<file path="config.mk">
export PLATFORM = sky130hd
export DESIGN_NAME = mcp_modem_command_parser
export DESIGN_NICKNAME = d
export VERILOG_FILES = /design/src/verilog/mcp_pkg.sv /design/src/verilog/mcp_modem_command_parser.sv
export SDC_FILE = /design/constraint.sdc
export NUM_CORES = 1
export LEC_CHECK = 0
export BUFFER_PORTS_ARGS = -buffer_cell sky130_fd_sc_hd__buf_2
export CORE_MARGIN = 2
export CORE_UTILIZATION = 32
export DETAILED_ROUTE_END_ITERATION = 6
export GPL_TIMING_DRIVEN = 0
export SETUP_SLACK_MARGIN = 0.05
export SYNTH_ARGS = -nofsm -noshare
export SYNTH_HDL_FRONTEND = slang
export SYNTH_SLANG_ARGS = --single-unit
</file>
<file path="constraint.sdc">
create_clock -name CLOCK -period 7.7 [get_ports CLOCK]
set_clock_uncertainty 0.15 [all_clocks]
set_input_delay 1.155 -clock CLOCK [delete_from_list [all_inputs] [get_ports CLOCK]]
set_output_delay 1.155 -clock CLOCK [all_outputs]
set_load 0.1 [all_outputs]
</file>
<file path="src/verilog/mcp_pkg.sv">
package mcp_pkg;

  // framing characters
  localparam logic [7:0] CH_AT = 8'h40;
  localparam logic [7:0] CH_STAR = 8'h2a;
  localparam logic [7:0] CH_CR = 8'h0d;
  localparam logic [7:0] CH_LF = 8'h0a;
  localparam logic [7:0] CH_EQ = 8'h3d;
  localparam logic [7:0] CH_SP = 8'h20;
  localparam logic [7:0] CH_SLASH = 8'h2f;
  localparam logic [7:0] CH_COLON = 8'h3a;
  localparam logic [7:0] CH_O = 8'h4f;
  localparam logic [7:0] CH_K = 8'h4b;

  // command names, two upper-case characters
  localparam logic [15:0] CMD_LINE_RATE = 16'h4252;
  localparam logic [15:0] CMD_FREQ_SLOT = 16'h4348;
  localparam logic [15:0] CMD_TARGET_ID = 16'h4449;
  localparam logic [15:0] CMD_ERROR_FIX = 16'h4543;
  localparam logic [15:0] CMD_OWN_UNIT = 16'h4549;
  localparam logic [15:0] CMD_TEAM_ID = 16'h4749;
  localparam logic [15:0] CMD_FACTORY = 16'h495a;
  localparam logic [15:0] CMD_OP_MODE = 16'h4d44;
  localparam logic [15:0] CMD_PARITY = 16'h5042;
  localparam logic [15:0] CMD_PATH_ATTACH = 16'h5249;
  localparam logic [15:0] CMD_REPLY_VIEW = 16'h524d;
  localparam logic [15:0] CMD_ERROR = 16'h4552;
  localparam logic [15:0] CMD_RELAY_RX = 16'h4443;

  // value codes
  localparam logic [15:0] VAL_CD = 16'h4344;
  localparam logic [15:0] VAL_TX = 16'h5458;
  localparam logic [15:0] VAL_BI = 16'h4249;
  localparam logic [15:0] VAL_NO = 16'h4e4f;
  localparam logic [15:0] VAL_EV = 16'h4556;
  localparam logic [15:0] VAL_OD = 16'h4f44;
  localparam logic [15:0] VAL_OF = 16'h4f46;
  localparam logic [15:0] VAL_ON = 16'h4f4e;
  localparam logic [15:0] VAL_I1 = 16'h4931;
  localparam logic [15:0] VAL_I2 = 16'h4932;
  localparam logic [15:0] VAL_ZERO = 16'h3030;
  localparam logic [15:0] VAL_ERR = 16'h3031;
  localparam logic [15:0] VAL_PERSIST = 16'h2f57;

  // apb byte offsets
  localparam logic [7:0] ADDR_CTRL = 8'h00;
  localparam logic [7:0] ADDR_STAT = 8'h04;
  localparam logic [7:0] ADDR_IDS = 8'h08;

  // status field positions
  localparam int STAT_RATE_POS = 0;
  localparam int STAT_PAR_POS = 4;
  localparam int STAT_FEC_POS = 8;
  localparam int STAT_OPM_POS = 12;
  localparam int STAT_PATH_POS = 16;
  localparam int STAT_RTEXT_POS = 17;
  localparam int STAT_BUSY_POS = 24;

  typedef enum logic [2:0] {
    RATE_1200 = 3'h0, RATE_2400 = 3'h1, RATE_4800 = 3'h2, RATE_9600 = 3'h3,
    RATE_19200 = 3'h4, RATE_38400 = 3'h5, RATE_57600 = 3'h6
  } mcp_rate_type;
  typedef enum logic [1:0] {PAR_NONE = 2'h0, PAR_EVEN = 2'h1, PAR_ODD = 2'h2} mcp_par_type;
  typedef enum logic [1:0] {FEC_OFF = 2'h0, FEC_PLAIN = 2'h1, FEC_IL1 = 2'h2, FEC_IL2 = 2'h3} mcp_fec_type;
  typedef enum logic [1:0] {OPM_CMD = 2'h0, OPM_TEXT = 2'h1, OPM_RAW = 2'h2} mcp_opm_type;
  typedef enum logic [2:0] {P_IDLE = 3'h0, P_N0 = 3'h1, P_N1 = 3'h2, P_VAL = 3'h3, P_LF = 3'h4} mcp_pst_type;
  typedef enum logic [2:0] {
    T_IDLE = 3'h0, T_HEAD = 3'h1, T_DATA = 3'h2, T_SLASH = 3'h3, T_ROUTE = 3'h4, T_CR = 3'h5, T_LF = 3'h6
  } mcp_tst_type;
  typedef enum logic [1:0] {K_RESP = 2'h0, K_ACK = 2'h1, K_DATA = 2'h2} mcp_kind_type;

  // power-on values
  localparam mcp_rate_type RST_RATE = RATE_19200;
  localparam mcp_par_type RST_PAR = PAR_NONE;
  localparam logic [6:0] RST_CHAN = 7'h01;
  localparam logic [7:0] RST_DEST = 8'h01;
  localparam logic [7:0] RST_OWN = 8'h01;
  localparam logic [7:0] RST_TEAM = 8'h00;
  localparam mcp_fec_type RST_FEC = FEC_OFF;
  localparam mcp_opm_type RST_OPM = OPM_CMD;

  localparam logic [6:0] CHAN_MIN = 7'h01;
  localparam logic [7:0] OWN_NONE = 8'hff;
  localparam logic [7:0] DEST_BCAST = 8'h00;
  localparam logic [3:0] HEAD_SHORT = 4'h6;
  localparam logic [3:0] HEAD_TEXT = 4'ha;
  localparam logic [3:0] HEAD_LINE = 4'h8;

  // relay wait before the acknowledgement line
  localparam int RELAY_WAIT_US = 100;
  localparam int CLK_MHZ = 100;

endpackage

</file>
<file path="src/verilog/mcp_modem_command_parser.sv">
`timescale 1ns/10ps
module mcp_modem_command_parser #(
  parameter int unsigned RELAY_WAIT_CYC = mcp_pkg::RELAY_WAIT_US * mcp_pkg::CLK_MHZ
) (
  // clock and reset
  input wire logic CLOCK,
  input wire logic RSTN,
  // apb slave
  input wire logic PSEL,
  input wire logic PENABLE,
  input wire logic PWRITE,
  input wire logic [7:0] PADDR,
  input wire logic [31:0] PWDATA,
  output logic [31:0] PRDATA,
  output logic PREADY,
  output logic PSLVERR,
  // host uart bytes
  input wire logic RX_VALID,
  input wire logic [7:0] RX_DATA,
  output logic RX_READY,
  output logic TX_VALID,
  output logic [7:0] TX_DATA,
  input wire logic TX_READY,
  // relay data receive event
  input wire logic RELAY_RX_REQ,
  input wire logic [7:0] RELAY_LEVEL,
  input wire logic [7:0] RELAY_SIZE,
  input wire logic RELAY_DATA_VALID,
  input wire logic [7:0] RELAY_DATA,
  output logic RELAY_DATA_READY,
  input wire logic ROUTE_VALID,
  input wire logic [7:0] ROUTE_DATA,
  input wire logic ROUTE_LAST,
  output logic ROUTE_READY,
  // relay acknowledgement event
  input wire logic ACK_REQ,
  input wire logic [7:0] ACK_LEVEL,
  // applied settings
  output logic [2:0] LINE_RATE,
  output logic [1:0] PARITY,
  output logic [6:0] FREQ_SLOT,
  output logic [1:0] ERROR_FIX_MODE,
  output logic CMD_MODE,
  output logic BCAST_EN,
  output logic RX_ACCEPT_EN,
  output logic LEVEL_ONLY,
  output logic NVM_CLEAR
);

  typedef struct packed {
    mcp_pkg::mcp_pst_type pst;
    logic [7:0] n0;
    logic [7:0] n1;
    logic [3:0][7:0] val;
    logic [2:0] vcnt;
    logic exec_pend;
    mcp_pkg::mcp_tst_type tst;
    mcp_pkg::mcp_kind_type kind;
    logic [9:0][7:0] head;
    logic [3:0] hlen;
    logic [3:0] hidx;
    logic [7:0] dcnt;
    logic ovalid;
    logic [7:0] obyte;
    logic apply_pend;
    mcp_pkg::mcp_rate_type rate;
    mcp_pkg::mcp_rate_type rate_new;
    mcp_pkg::mcp_par_type par;
    mcp_pkg::mcp_par_type par_new;
    logic [6:0] chan;
    logic [7:0] dest;
    logic [7:0] own;
    logic [7:0] team;
    mcp_pkg::mcp_fec_type fec;
    mcp_pkg::mcp_opm_type opm;
    logic path;
    logic rtext;
    logic relay_act;
    logic ack_pend;
    logic [7:0] ack_lvl;
    logic [15:0] ack_tmr;
    logic dc_pend;
    logic [7:0] dc_lvl;
    logic [7:0] dc_size;
    logic nvm_clr;
  } mcp_state_type;

  if (RELAY_WAIT_CYC < 1 || RELAY_WAIT_CYC > 65535) begin : g_chk
    $error("RELAY_WAIT_CYC must lie in 1..65535");
  end

  localparam logic [15:0] WAIT_LOAD = 16'(RELAY_WAIT_CYC);

  mcp_state_type s_ff;
  mcp_state_type nxt_s;

  function automatic logic [7:0] upcase(input logic [7:0] c);
    upcase = (c >= 8'h61 && c <= 8'h7a) ? c - 8'h20 : c;
  endfunction

  function automatic logic [4:0] hexval(input logic [7:0] c);
    hexval = 5'h00;
    if (c >= 8'h30 && c <= 8'h39) begin
      hexval = {1'b1, c[3:0]};
    end else if (c >= 8'h41 && c <= 8'h46) begin
      hexval = {1'b1, 4'(c[3:0] + 4'h9)};
    end
  endfunction

  function automatic logic [7:0] hexchr(input logic [3:0] n);
    hexchr = (n < 4'ha) ? {4'h3, n} : {4'h4, 4'(n - 4'h9)};
  endfunction

  function automatic logic [3:0] rate_lookup(input logic [15:0] v);
    case (v)
      16'h3132: rate_lookup = {1'b1, mcp_pkg::RATE_1200};
      16'h3234: rate_lookup = {1'b1, mcp_pkg::RATE_2400};
      16'h3438: rate_lookup = {1'b1, mcp_pkg::RATE_4800};
      16'h3936: rate_lookup = {1'b1, mcp_pkg::RATE_9600};
      16'h3139: rate_lookup = {1'b1, mcp_pkg::RATE_19200};
      16'h3338: rate_lookup = {1'b1, mcp_pkg::RATE_38400};
      16'h3537: rate_lookup = {1'b1, mcp_pkg::RATE_57600};
      default: rate_lookup = 4'h0;
    endcase
  endfunction

  logic can_load;
  logic [7:0] c;
  logic [15:0] name;
  logic [15:0] vpair;
  logic [4:0] hx_hi;
  logic [4:0] hx_lo;
  logic [7:0] hbyte;
  logic hex_ok;
  logic two;
  logic ok;
  logic [3:0] rl;
  logic after_data_route;

  always_comb begin
    nxt_s = s_ff;
    nxt_s.nvm_clr = 1'b0;
    can_load = !s_ff.ovalid || TX_READY;
    c = upcase(RX_DATA);
    name = {s_ff.n0, s_ff.n1};
    vpair = {s_ff.val[0], s_ff.val[1]};
    hx_hi = hexval(s_ff.val[0]);
    hx_lo = hexval(s_ff.val[1]);
    hbyte = {hx_hi[3:0], hx_lo[3:0]};
    two = s_ff.vcnt == 3'h2;
    hex_ok = two && hx_hi[4] && hx_lo[4];
    ok = 1'b0;
    rl = rate_lookup(vpair);
    after_data_route = s_ff.path;
    if (s_ff.ovalid && TX_READY) begin
      nxt_s.ovalid = 1'b0;
    end
    // apb control writes
    if (PSEL && PENABLE && PWRITE && PADDR == mcp_pkg::ADDR_CTRL) begin
      nxt_s.relay_act = PWDATA[0];
      if (PWDATA[1]) begin
        nxt_s.opm = mcp_pkg::OPM_CMD;
      end
    end
    // parser; bytes outside command mode are not commands
    if (RX_VALID && !s_ff.exec_pend && s_ff.opm == mcp_pkg::OPM_CMD) begin
      if (RX_DATA == mcp_pkg::CH_AT) begin
        nxt_s.pst = mcp_pkg::P_N0;
        nxt_s.vcnt = 3'h0;
      end else begin
        case (s_ff.pst)
          mcp_pkg::P_N0: begin
            nxt_s.n0 = c;
            nxt_s.pst = mcp_pkg::P_N1;
          end
          mcp_pkg::P_N1: begin
            nxt_s.n1 = c;
            nxt_s.pst = mcp_pkg::P_VAL;
          end
          mcp_pkg::P_VAL: begin
            if (RX_DATA == mcp_pkg::CH_CR) begin
              nxt_s.pst = mcp_pkg::P_LF;
            end else if (RX_DATA != mcp_pkg::CH_SP) begin
              if (s_ff.vcnt < 3'h4) begin
                nxt_s.val[s_ff.vcnt[1:0]] = c;
                nxt_s.vcnt = s_ff.vcnt + 3'h1;
              end else begin
                nxt_s.pst = mcp_pkg::P_IDLE;
              end
            end
          end
          mcp_pkg::P_LF: begin
            nxt_s.exec_pend = RX_DATA == mcp_pkg::CH_LF;
            nxt_s.pst = mcp_pkg::P_IDLE;
          end
          default: nxt_s.pst = mcp_pkg::P_IDLE;
        endcase
      end
    end
    // launch a line or apply deferred uart settings
    if (s_ff.tst == mcp_pkg::T_IDLE) begin
      nxt_s.hidx = 4'h0;
      if (s_ff.exec_pend) begin
        nxt_s.exec_pend = 1'b0;
        case (name)
          mcp_pkg::CMD_LINE_RATE: begin
            ok = two && rl[3];
            if (ok) begin
              nxt_s.rate_new = mcp_pkg::mcp_rate_type'(rl[2:0]);
              nxt_s.apply_pend = 1'b1;
            end
          end
          mcp_pkg::CMD_PARITY: begin
            ok = two && (vpair == mcp_pkg::VAL_NO || vpair == mcp_pkg::VAL_EV || vpair == mcp_pkg::VAL_OD);
            if (ok) begin
              nxt_s.par_new = (vpair == mcp_pkg::VAL_EV) ? mcp_pkg::PAR_EVEN :
                (vpair == mcp_pkg::VAL_OD) ? mcp_pkg::PAR_ODD : mcp_pkg::PAR_NONE;
              nxt_s.apply_pend = 1'b1;
            end
          end
          mcp_pkg::CMD_FREQ_SLOT: begin
            ok = hex_ok && !hbyte[7] && hbyte[6:0] >= mcp_pkg::CHAN_MIN;
            if (ok) begin
              nxt_s.chan = hbyte[6:0];
            end
          end
          mcp_pkg::CMD_TARGET_ID: begin
            ok = hex_ok;
            if (ok) begin
              nxt_s.dest = hbyte;
            end
          end
          mcp_pkg::CMD_OWN_UNIT: begin
            ok = hex_ok && hbyte != 8'h00;
            if (ok) begin
              nxt_s.own = hbyte;
            end
          end
          mcp_pkg::CMD_TEAM_ID: begin
            ok = hex_ok;
            if (ok) begin
              nxt_s.team = hbyte;
            end
          end
          mcp_pkg::CMD_OP_MODE: begin
            ok = two && (vpair == mcp_pkg::VAL_CD || vpair == mcp_pkg::VAL_TX || vpair == mcp_pkg::VAL_BI);
            if (ok) begin
              nxt_s.opm = (vpair == mcp_pkg::VAL_TX) ? mcp_pkg::OPM_TEXT :
                (vpair == mcp_pkg::VAL_BI) ? mcp_pkg::OPM_RAW : mcp_pkg::OPM_CMD;
            end
          end
          mcp_pkg::CMD_PATH_ATTACH: begin
            ok = two && (vpair == mcp_pkg::VAL_ON || vpair == mcp_pkg::VAL_OF);
            if (ok) begin
              nxt_s.path = vpair == mcp_pkg::VAL_ON;
            end
          end
          mcp_pkg::CMD_REPLY_VIEW: begin
            ok = two && (vpair == mcp_pkg::VAL_CD || vpair == mcp_pkg::VAL_TX);
            if (ok) begin
              nxt_s.rtext = vpair == mcp_pkg::VAL_TX;
            end
          end
          mcp_pkg::CMD_ERROR_FIX, mcp_pkg::CMD_FACTORY: begin
            if (name == mcp_pkg::CMD_FACTORY) begin
              ok = s_ff.vcnt == 3'h0;
            end else begin
              ok = s_ff.vcnt == 3'h4 && {s_ff.val[2], s_ff.val[3]} == mcp_pkg::VAL_PERSIST &&
                (vpair == mcp_pkg::VAL_OF || vpair == mcp_pkg::VAL_ON ||
                 vpair == mcp_pkg::VAL_I1 || vpair == mcp_pkg::VAL_I2);
            end
            if (ok) begin
              nxt_s.chan = mcp_pkg::RST_CHAN;
              nxt_s.dest = mcp_pkg::RST_DEST;
              nxt_s.own = mcp_pkg::RST_OWN;
              nxt_s.team = mcp_pkg::RST_TEAM;
              nxt_s.opm = mcp_pkg::RST_OPM;
              nxt_s.path = 1'b0;
              nxt_s.rtext = 1'b0;
              nxt_s.rate_new = mcp_pkg::RST_RATE;
              nxt_s.par_new = mcp_pkg::RST_PAR;
              nxt_s.apply_pend = 1'b1;
              if (name == mcp_pkg::CMD_FACTORY) begin
                nxt_s.fec = mcp_pkg::RST_FEC;
                nxt_s.nvm_clr = 1'b1;
              end else begin
                nxt_s.fec = (vpair == mcp_pkg::VAL_ON) ? mcp_pkg::FEC_PLAIN :
                  (vpair == mcp_pkg::VAL_I1) ? mcp_pkg::FEC_IL1 :
                  (vpair == mcp_pkg::VAL_I2) ? mcp_pkg::FEC_IL2 : mcp_pkg::FEC_OFF;
              end
            end
          end
          default: ok = 1'b0;
        endcase
        // response header, optional text tail
        nxt_s.head[0] = mcp_pkg::CH_STAR;
        {nxt_s.head[1], nxt_s.head[2]} = ok ? name : mcp_pkg::CMD_ERROR;
        nxt_s.head[3] = mcp_pkg::CH_EQ;
        {nxt_s.head[4], nxt_s.head[5]} = !ok ? mcp_pkg::VAL_ERR :
          (name == mcp_pkg::CMD_FACTORY) ? mcp_pkg::VAL_ZERO : vpair;
        nxt_s.head[6] = mcp_pkg::CH_SP;
        nxt_s.head[7] = mcp_pkg::CH_COLON;
        nxt_s.head[8] = mcp_pkg::CH_O;
        nxt_s.head[9] = mcp_pkg::CH_K;
        nxt_s.hlen = s_ff.rtext ? mcp_pkg::HEAD_TEXT : mcp_pkg::HEAD_SHORT;
        nxt_s.kind = mcp_pkg::K_RESP;
        nxt_s.tst = mcp_pkg::T_HEAD;
      end else if ((s_ff.ack_pend && s_ff.ack_tmr == 16'h0000) || s_ff.dc_pend) begin
        // relay lines: prefix, level, then 00 or size
        nxt_s.head[0] = mcp_pkg::CH_STAR;
        {nxt_s.head[1], nxt_s.head[2]} = mcp_pkg::CMD_RELAY_RX;
        nxt_s.head[3] = mcp_pkg::CH_EQ;
        nxt_s.hlen = mcp_pkg::HEAD_LINE;
        nxt_s.tst = mcp_pkg::T_HEAD;
        if (s_ff.ack_pend && s_ff.ack_tmr == 16'h0000) begin
          nxt_s.head[4] = hexchr(s_ff.ack_lvl[7:4]);
          nxt_s.head[5] = hexchr(s_ff.ack_lvl[3:0]);
          {nxt_s.head[6], nxt_s.head[7]} = mcp_pkg::VAL_ZERO;
          nxt_s.kind = mcp_pkg::K_ACK;
          nxt_s.ack_pend = 1'b0;
        end else begin
          nxt_s.head[4] = hexchr(s_ff.dc_lvl[7:4]);
          nxt_s.head[5] = hexchr(s_ff.dc_lvl[3:0]);
          nxt_s.head[6] = hexchr(s_ff.dc_size[7:4]);
          nxt_s.head[7] = hexchr(s_ff.dc_size[3:0]);
          nxt_s.dcnt = s_ff.dc_size;
          nxt_s.kind = mcp_pkg::K_DATA;
          nxt_s.dc_pend = 1'b0;
        end
      end else if (s_ff.apply_pend && !s_ff.ovalid) begin
        nxt_s.rate = s_ff.rate_new;
        nxt_s.par = s_ff.par_new;
        nxt_s.apply_pend = 1'b0;
      end
    end
    // byte emitter into the output holding register
    if (can_load) begin
      case (s_ff.tst)
        mcp_pkg::T_HEAD: begin
          nxt_s.obyte = s_ff.head[s_ff.hidx];
          nxt_s.ovalid = 1'b1;
          nxt_s.hidx = s_ff.hidx + 4'h1;
          if (s_ff.hidx == s_ff.hlen - 4'h1) begin
            if (s_ff.kind != mcp_pkg::K_DATA) begin
              nxt_s.tst = mcp_pkg::T_CR;
            end else if (s_ff.dcnt != 8'h00) begin
              nxt_s.tst = mcp_pkg::T_DATA;
            end else begin
              nxt_s.tst = after_data_route ? mcp_pkg::T_SLASH : mcp_pkg::T_CR;
            end
          end
        end
        mcp_pkg::T_DATA: begin
          if (RELAY_DATA_VALID) begin
            nxt_s.obyte = RELAY_DATA;
            nxt_s.ovalid = 1'b1;
            nxt_s.dcnt = s_ff.dcnt - 8'h01;
            if (s_ff.dcnt == 8'h01) begin
              nxt_s.tst = after_data_route ? mcp_pkg::T_SLASH : mcp_pkg::T_CR;
            end
          end
        end
        mcp_pkg::T_SLASH: begin
          nxt_s.obyte = mcp_pkg::CH_SLASH;
          nxt_s.ovalid = 1'b1;
          nxt_s.tst = mcp_pkg::T_ROUTE;
        end
        mcp_pkg::T_ROUTE: begin
          if (ROUTE_VALID) begin
            nxt_s.obyte = ROUTE_DATA;
            nxt_s.ovalid = 1'b1;
            if (ROUTE_LAST) begin
              nxt_s.tst = mcp_pkg::T_CR;
            end
          end
        end
        mcp_pkg::T_CR: begin
          nxt_s.obyte = mcp_pkg::CH_CR;
          nxt_s.ovalid = 1'b1;
          nxt_s.tst = mcp_pkg::T_LF;
        end
        mcp_pkg::T_LF: begin
          nxt_s.obyte = mcp_pkg::CH_LF;
          nxt_s.ovalid = 1'b1;
          nxt_s.tst = mcp_pkg::T_IDLE;
        end
        mcp_pkg::T_IDLE: begin
          // launch decided above, keep its state
          nxt_s.obyte = s_ff.obyte;
        end
        default: nxt_s.tst = mcp_pkg::T_IDLE;
      endcase
    end
    // event capture last so a new event beats its own clear
    if (s_ff.ack_pend && s_ff.ack_tmr != 16'h0000) begin
      nxt_s.ack_tmr = s_ff.ack_tmr - 16'h0001;
    end
    if (ACK_REQ) begin
      nxt_s.ack_pend = 1'b1;
      nxt_s.ack_lvl = ACK_LEVEL;
      nxt_s.ack_tmr = WAIT_LOAD - 16'h0001;
    end
    if (RELAY_RX_REQ) begin
      nxt_s.dc_pend = 1'b1;
      nxt_s.dc_lvl = RELAY_LEVEL;
      nxt_s.dc_size = RELAY_SIZE;
    end
  end

  always_ff @(posedge CLOCK or negedge RSTN) begin
    if (!RSTN) begin
      s_ff <= '0;
      s_ff.rate <= mcp_pkg::RST_RATE;
      s_ff.rate_new <= mcp_pkg::RST_RATE;
      s_ff.chan <= mcp_pkg::RST_CHAN;
      s_ff.dest <= mcp_pkg::RST_DEST;
      s_ff.own <= mcp_pkg::RST_OWN;
    end else begin
      s_ff <= nxt_s;
    end
  end

  // apb read side, zero-wait
  always_comb begin
    PRDATA = 32'h0000_0000;
    PSLVERR = 1'b0;
    case (PADDR)
      mcp_pkg::ADDR_CTRL: PRDATA[0] = s_ff.relay_act;
      mcp_pkg::ADDR_STAT: begin
        PRDATA[mcp_pkg::STAT_RATE_POS +: 3] = s_ff.rate;
        PRDATA[mcp_pkg::STAT_PAR_POS +: 2] = s_ff.par;
        PRDATA[mcp_pkg::STAT_FEC_POS +: 2] = s_ff.fec;
        PRDATA[mcp_pkg::STAT_OPM_POS +: 2] = s_ff.opm;
        PRDATA[mcp_pkg::STAT_PATH_POS] = s_ff.path;
        PRDATA[mcp_pkg::STAT_RTEXT_POS] = s_ff.rtext;
        PRDATA[mcp_pkg::STAT_BUSY_POS] = s_ff.tst != mcp_pkg::T_IDLE;
      end
      mcp_pkg::ADDR_IDS: PRDATA = {1'b0, s_ff.chan, s_ff.team, s_ff.own, s_ff.dest};
      default: PSLVERR = PSEL && PENABLE;
    endcase
    if (!(PSEL && PENABLE && !PWRITE)) begin
      PRDATA = 32'h0000_0000;
    end
  end

  assign PREADY = 1'b1;
  assign RX_READY = !s_ff.exec_pend;
  assign TX_VALID = s_ff.ovalid;
  assign TX_DATA = s_ff.obyte;
  assign RELAY_DATA_READY = s_ff.tst == mcp_pkg::T_DATA && can_load;
  assign ROUTE_READY = s_ff.tst == mcp_pkg::T_ROUTE && can_load;
  assign LINE_RATE = s_ff.rate;
  assign PARITY = s_ff.par;
  assign FREQ_SLOT = s_ff.chan;
  assign ERROR_FIX_MODE = s_ff.fec;
  assign CMD_MODE = s_ff.opm == mcp_pkg::OPM_CMD;
  assign BCAST_EN = s_ff.dest == mcp_pkg::DEST_BCAST && !s_ff.relay_act;
  assign RX_ACCEPT_EN = s_ff.own != mcp_pkg::OWN_NONE;
  assign LEVEL_ONLY = s_ff.own == mcp_pkg::OWN_NONE;
  assign NVM_CLEAR = s_ff.nvm_clr;

endmodule

</file>
==> out/results.tsv <==
metric	value	unit
status	finished, final reports clean	
dp_hpwl	26730	µm
yosysTopAreaCellShare	0.4370	
start_kind	input port	
grt_remaining_overflow	0	
synth.most_common_cell	dfrtp_1	
root_buffer	clkbuf_16	
vias_per_cell	5.263	
drt_iter0_markers	673	
antenna_found_initial	0	
cp-end-kind	output pin	
slew_violations	0	
dpl.cell_count	1929	
clkTransAtPathRegs	0.05	ns
powerDensity	263.9	nW/µm²
insertion_delay	0.53	ns
syn-instance-count	1285	
placed_cell_area	13790	µm²
yosys_warnings	0	
io_buffers	125	
ctsResizeCount	0	
yosys-top-cells-area	dfrtp_1, mux2_2, o21ai_0	
postRouteAntennaNets	0	
syn_area	12480	µm²
vias	10400	
crit_required	6.39	ns
clock_path_buffers	3	
fin_setup_tns	0	ns
finalNonFillerCells	1976	
synth.net_count	1412	
synthTopCellsByCount	dfrtp_1, nand2_1, nor2_1, mux2_2, o21ai_0	
finalWeightedCongestion	0.8917	
synth-async-reset-ratio	1.000	
finalHoldViolCount	0	
worstMarginPinSlew	1.100	ns
maxCapViolCount	0	
period_needed	4.844	ns
chipWidth	201.5	µm
ys.flop_type	dfrtp_1	
final_nets	1566	
firstDrtPassIters	5	
cts.sinks	223	
die_h	201.5	µm
hold_depth	2	
drc	0	
insertedDiodeCount	0	
fmax	0.2064	GHz
peakVddDrop	210.9	µV
path_max_fanout	10	
fin_crit_sh	0.6291	
cts_tree	built	
area_growth	18.07	%
p_leak	6.554	nW
die_area	40610	µm²
grt_pass1_vias	10110	
hold_buffers	0	
rsz0062_at_grt	false	
routed_wl	35490	µm
h-tree-depth	1	
grtUsageTotal	0.1736	
synth_area_per_cell	9.715	µm²
arrival	3.54	ns
setup_violations	0	
postCtsSetupBuffers	0	
grt_pass1_wl	56760	µm
yosysSeqAreaShare	0.4475	
r2r_cells	12	
wl_per_cell	17.96	µm
grt_max_degree	116	
hp-class	flip-flop to flip-flop	
initial_core_util	0.3238	
ys_seq_elements	223	
cts_buffers	26	
final_layout_size_suffix_gt1_frac	0.2359	
synth_area_leader_cell	dfrtp_1	
reg2reg_slack	3.84	ns
ys_types	78	
num_rows	72	
core_area	38560	µm²
finalInstanceArea	14740	µm²
maxSlewHeadroom	0.2612	
ios	165	
path_class	input port to output pin	
synth_edf_count	0	
[metrics by stage]
stage / hold slack [ns] / total power, mW / setup slack, ns / util
4_1_cts: 0.3208 / 3.922 / 2.814 / 0.3823
3_3_place_gp: 0.3007 / 2.553 / 1.393 / 0.3568
2_1_floorplan: 0.2831 / 2.253 / 2.783 / -
3_5_place_dp: 0.3058 / 2.573 / 2.823 / 0.3578
6_report: 0.3160 / 3.889 / 2.856 / 0.3823
5_1_grt: 0.3291 / 4.109 / 2.487 / 0.3823
[worst paths after layout]
check,end,startpoint
max in group asynchronous,s_ff[13],RSTN
min in group asynchronous,s_ff[64],RSTN
worst min-delay path,s_ff[81],s_ff[81]
worst max register to register,s_ff[158],s_ff[207]
worst max-delay path,PRDATA[22],PADDR[5]
worst min register to register,s_ff[81],s_ff[81]
[area by class of cell]
class | instances | area (µm²)
flip-flops and latches | 223 | 5587
inverters | 46 | 172.7
clock inverters | 13 | 182.7
fillers | 3954 | 23820
clock buffers | 34 | 762.0
plain buffers | 83 | 420.4
multi-input cells | 933 | 6304
repair buffers | 126 | 663.1
well taps | 518 | 648.1
[worst max-delay path: stages]
cell	delay (ns)
buf_2	0.09
nor4_1	0.26
nand2_1	0.10
nor3b_1	0.46
inv_1	0.08
nor2_1	0.46
clkbuf_1	0.32
and2_1	0.18
buf_2	0.42
[logic make-up (layout without fill, tap and decap cells)]
family / count (synthesis) / count (layout) / synth area share
xor gates and xnor gates: 28 / 28 / 0.01965
buffers and inverters: 129 / 302 / 0.04751
AOI/OAI and AO/OA: 276 / 276 / 0.1414
and+or+nand+nor: 483 / 483 / 0.2051
DFF: 223 / 223 / 0.4475
other: 2 / 2 / 0.0006016
muxes: 117 / 117 / 0.1112
adders and majority gates: 27 / 27 / 0.02706
[placed cells by master, fill, tap and decap left out, types with 22 or more instances in the layout]
cell / instances
dfrtp_1: 218
buf_2: 127
nand2_1: 115
nor2_1: 112
mux2_2: 103
o21ai_0: 95
a21oi_1: 54
clkbuf_1: 48
inv_1: 46
and2_1: 36
nand3_1: 31
nor3_1: 29
ha_1: 27
clkbuf_16: 27
buf_4: 24
a22oi_1: 22
[layer usage]
layer,vias up,GRT usage,routed length (µm)
li1,4949,-,-
met4,0,0.04832,873
met5,-,0,0
met1,5142,0.2441,16530
met2,260,0.2777,16230
met3,48,0.02689,1856
[sequential cells by signal, indices dropped and copies added, names as in the netlist]
| register | cells |
|---|---|
| FREQ_SLOT | 7 |
| PARITY | 2 |
| after_data_route | 1 |
| TX_VALID | 1 |
| name | 16 |
| NVM_CLEAR | 1 |
| LINE_RATE | 3 |
| ERROR_FIX_MODE | 2 |
| s_ff | 182 |
| TX_DATA | 8 |
[report_power, final]
part	switching [mW]	internal, mW	total (mW)
registers	0.121	1.33	1.45
logic	0.713	0.386	1.10
clock network	0.503	0.833	1.34
total	1.34	2.55	3.89
Power figures use the tool's default switching activity.
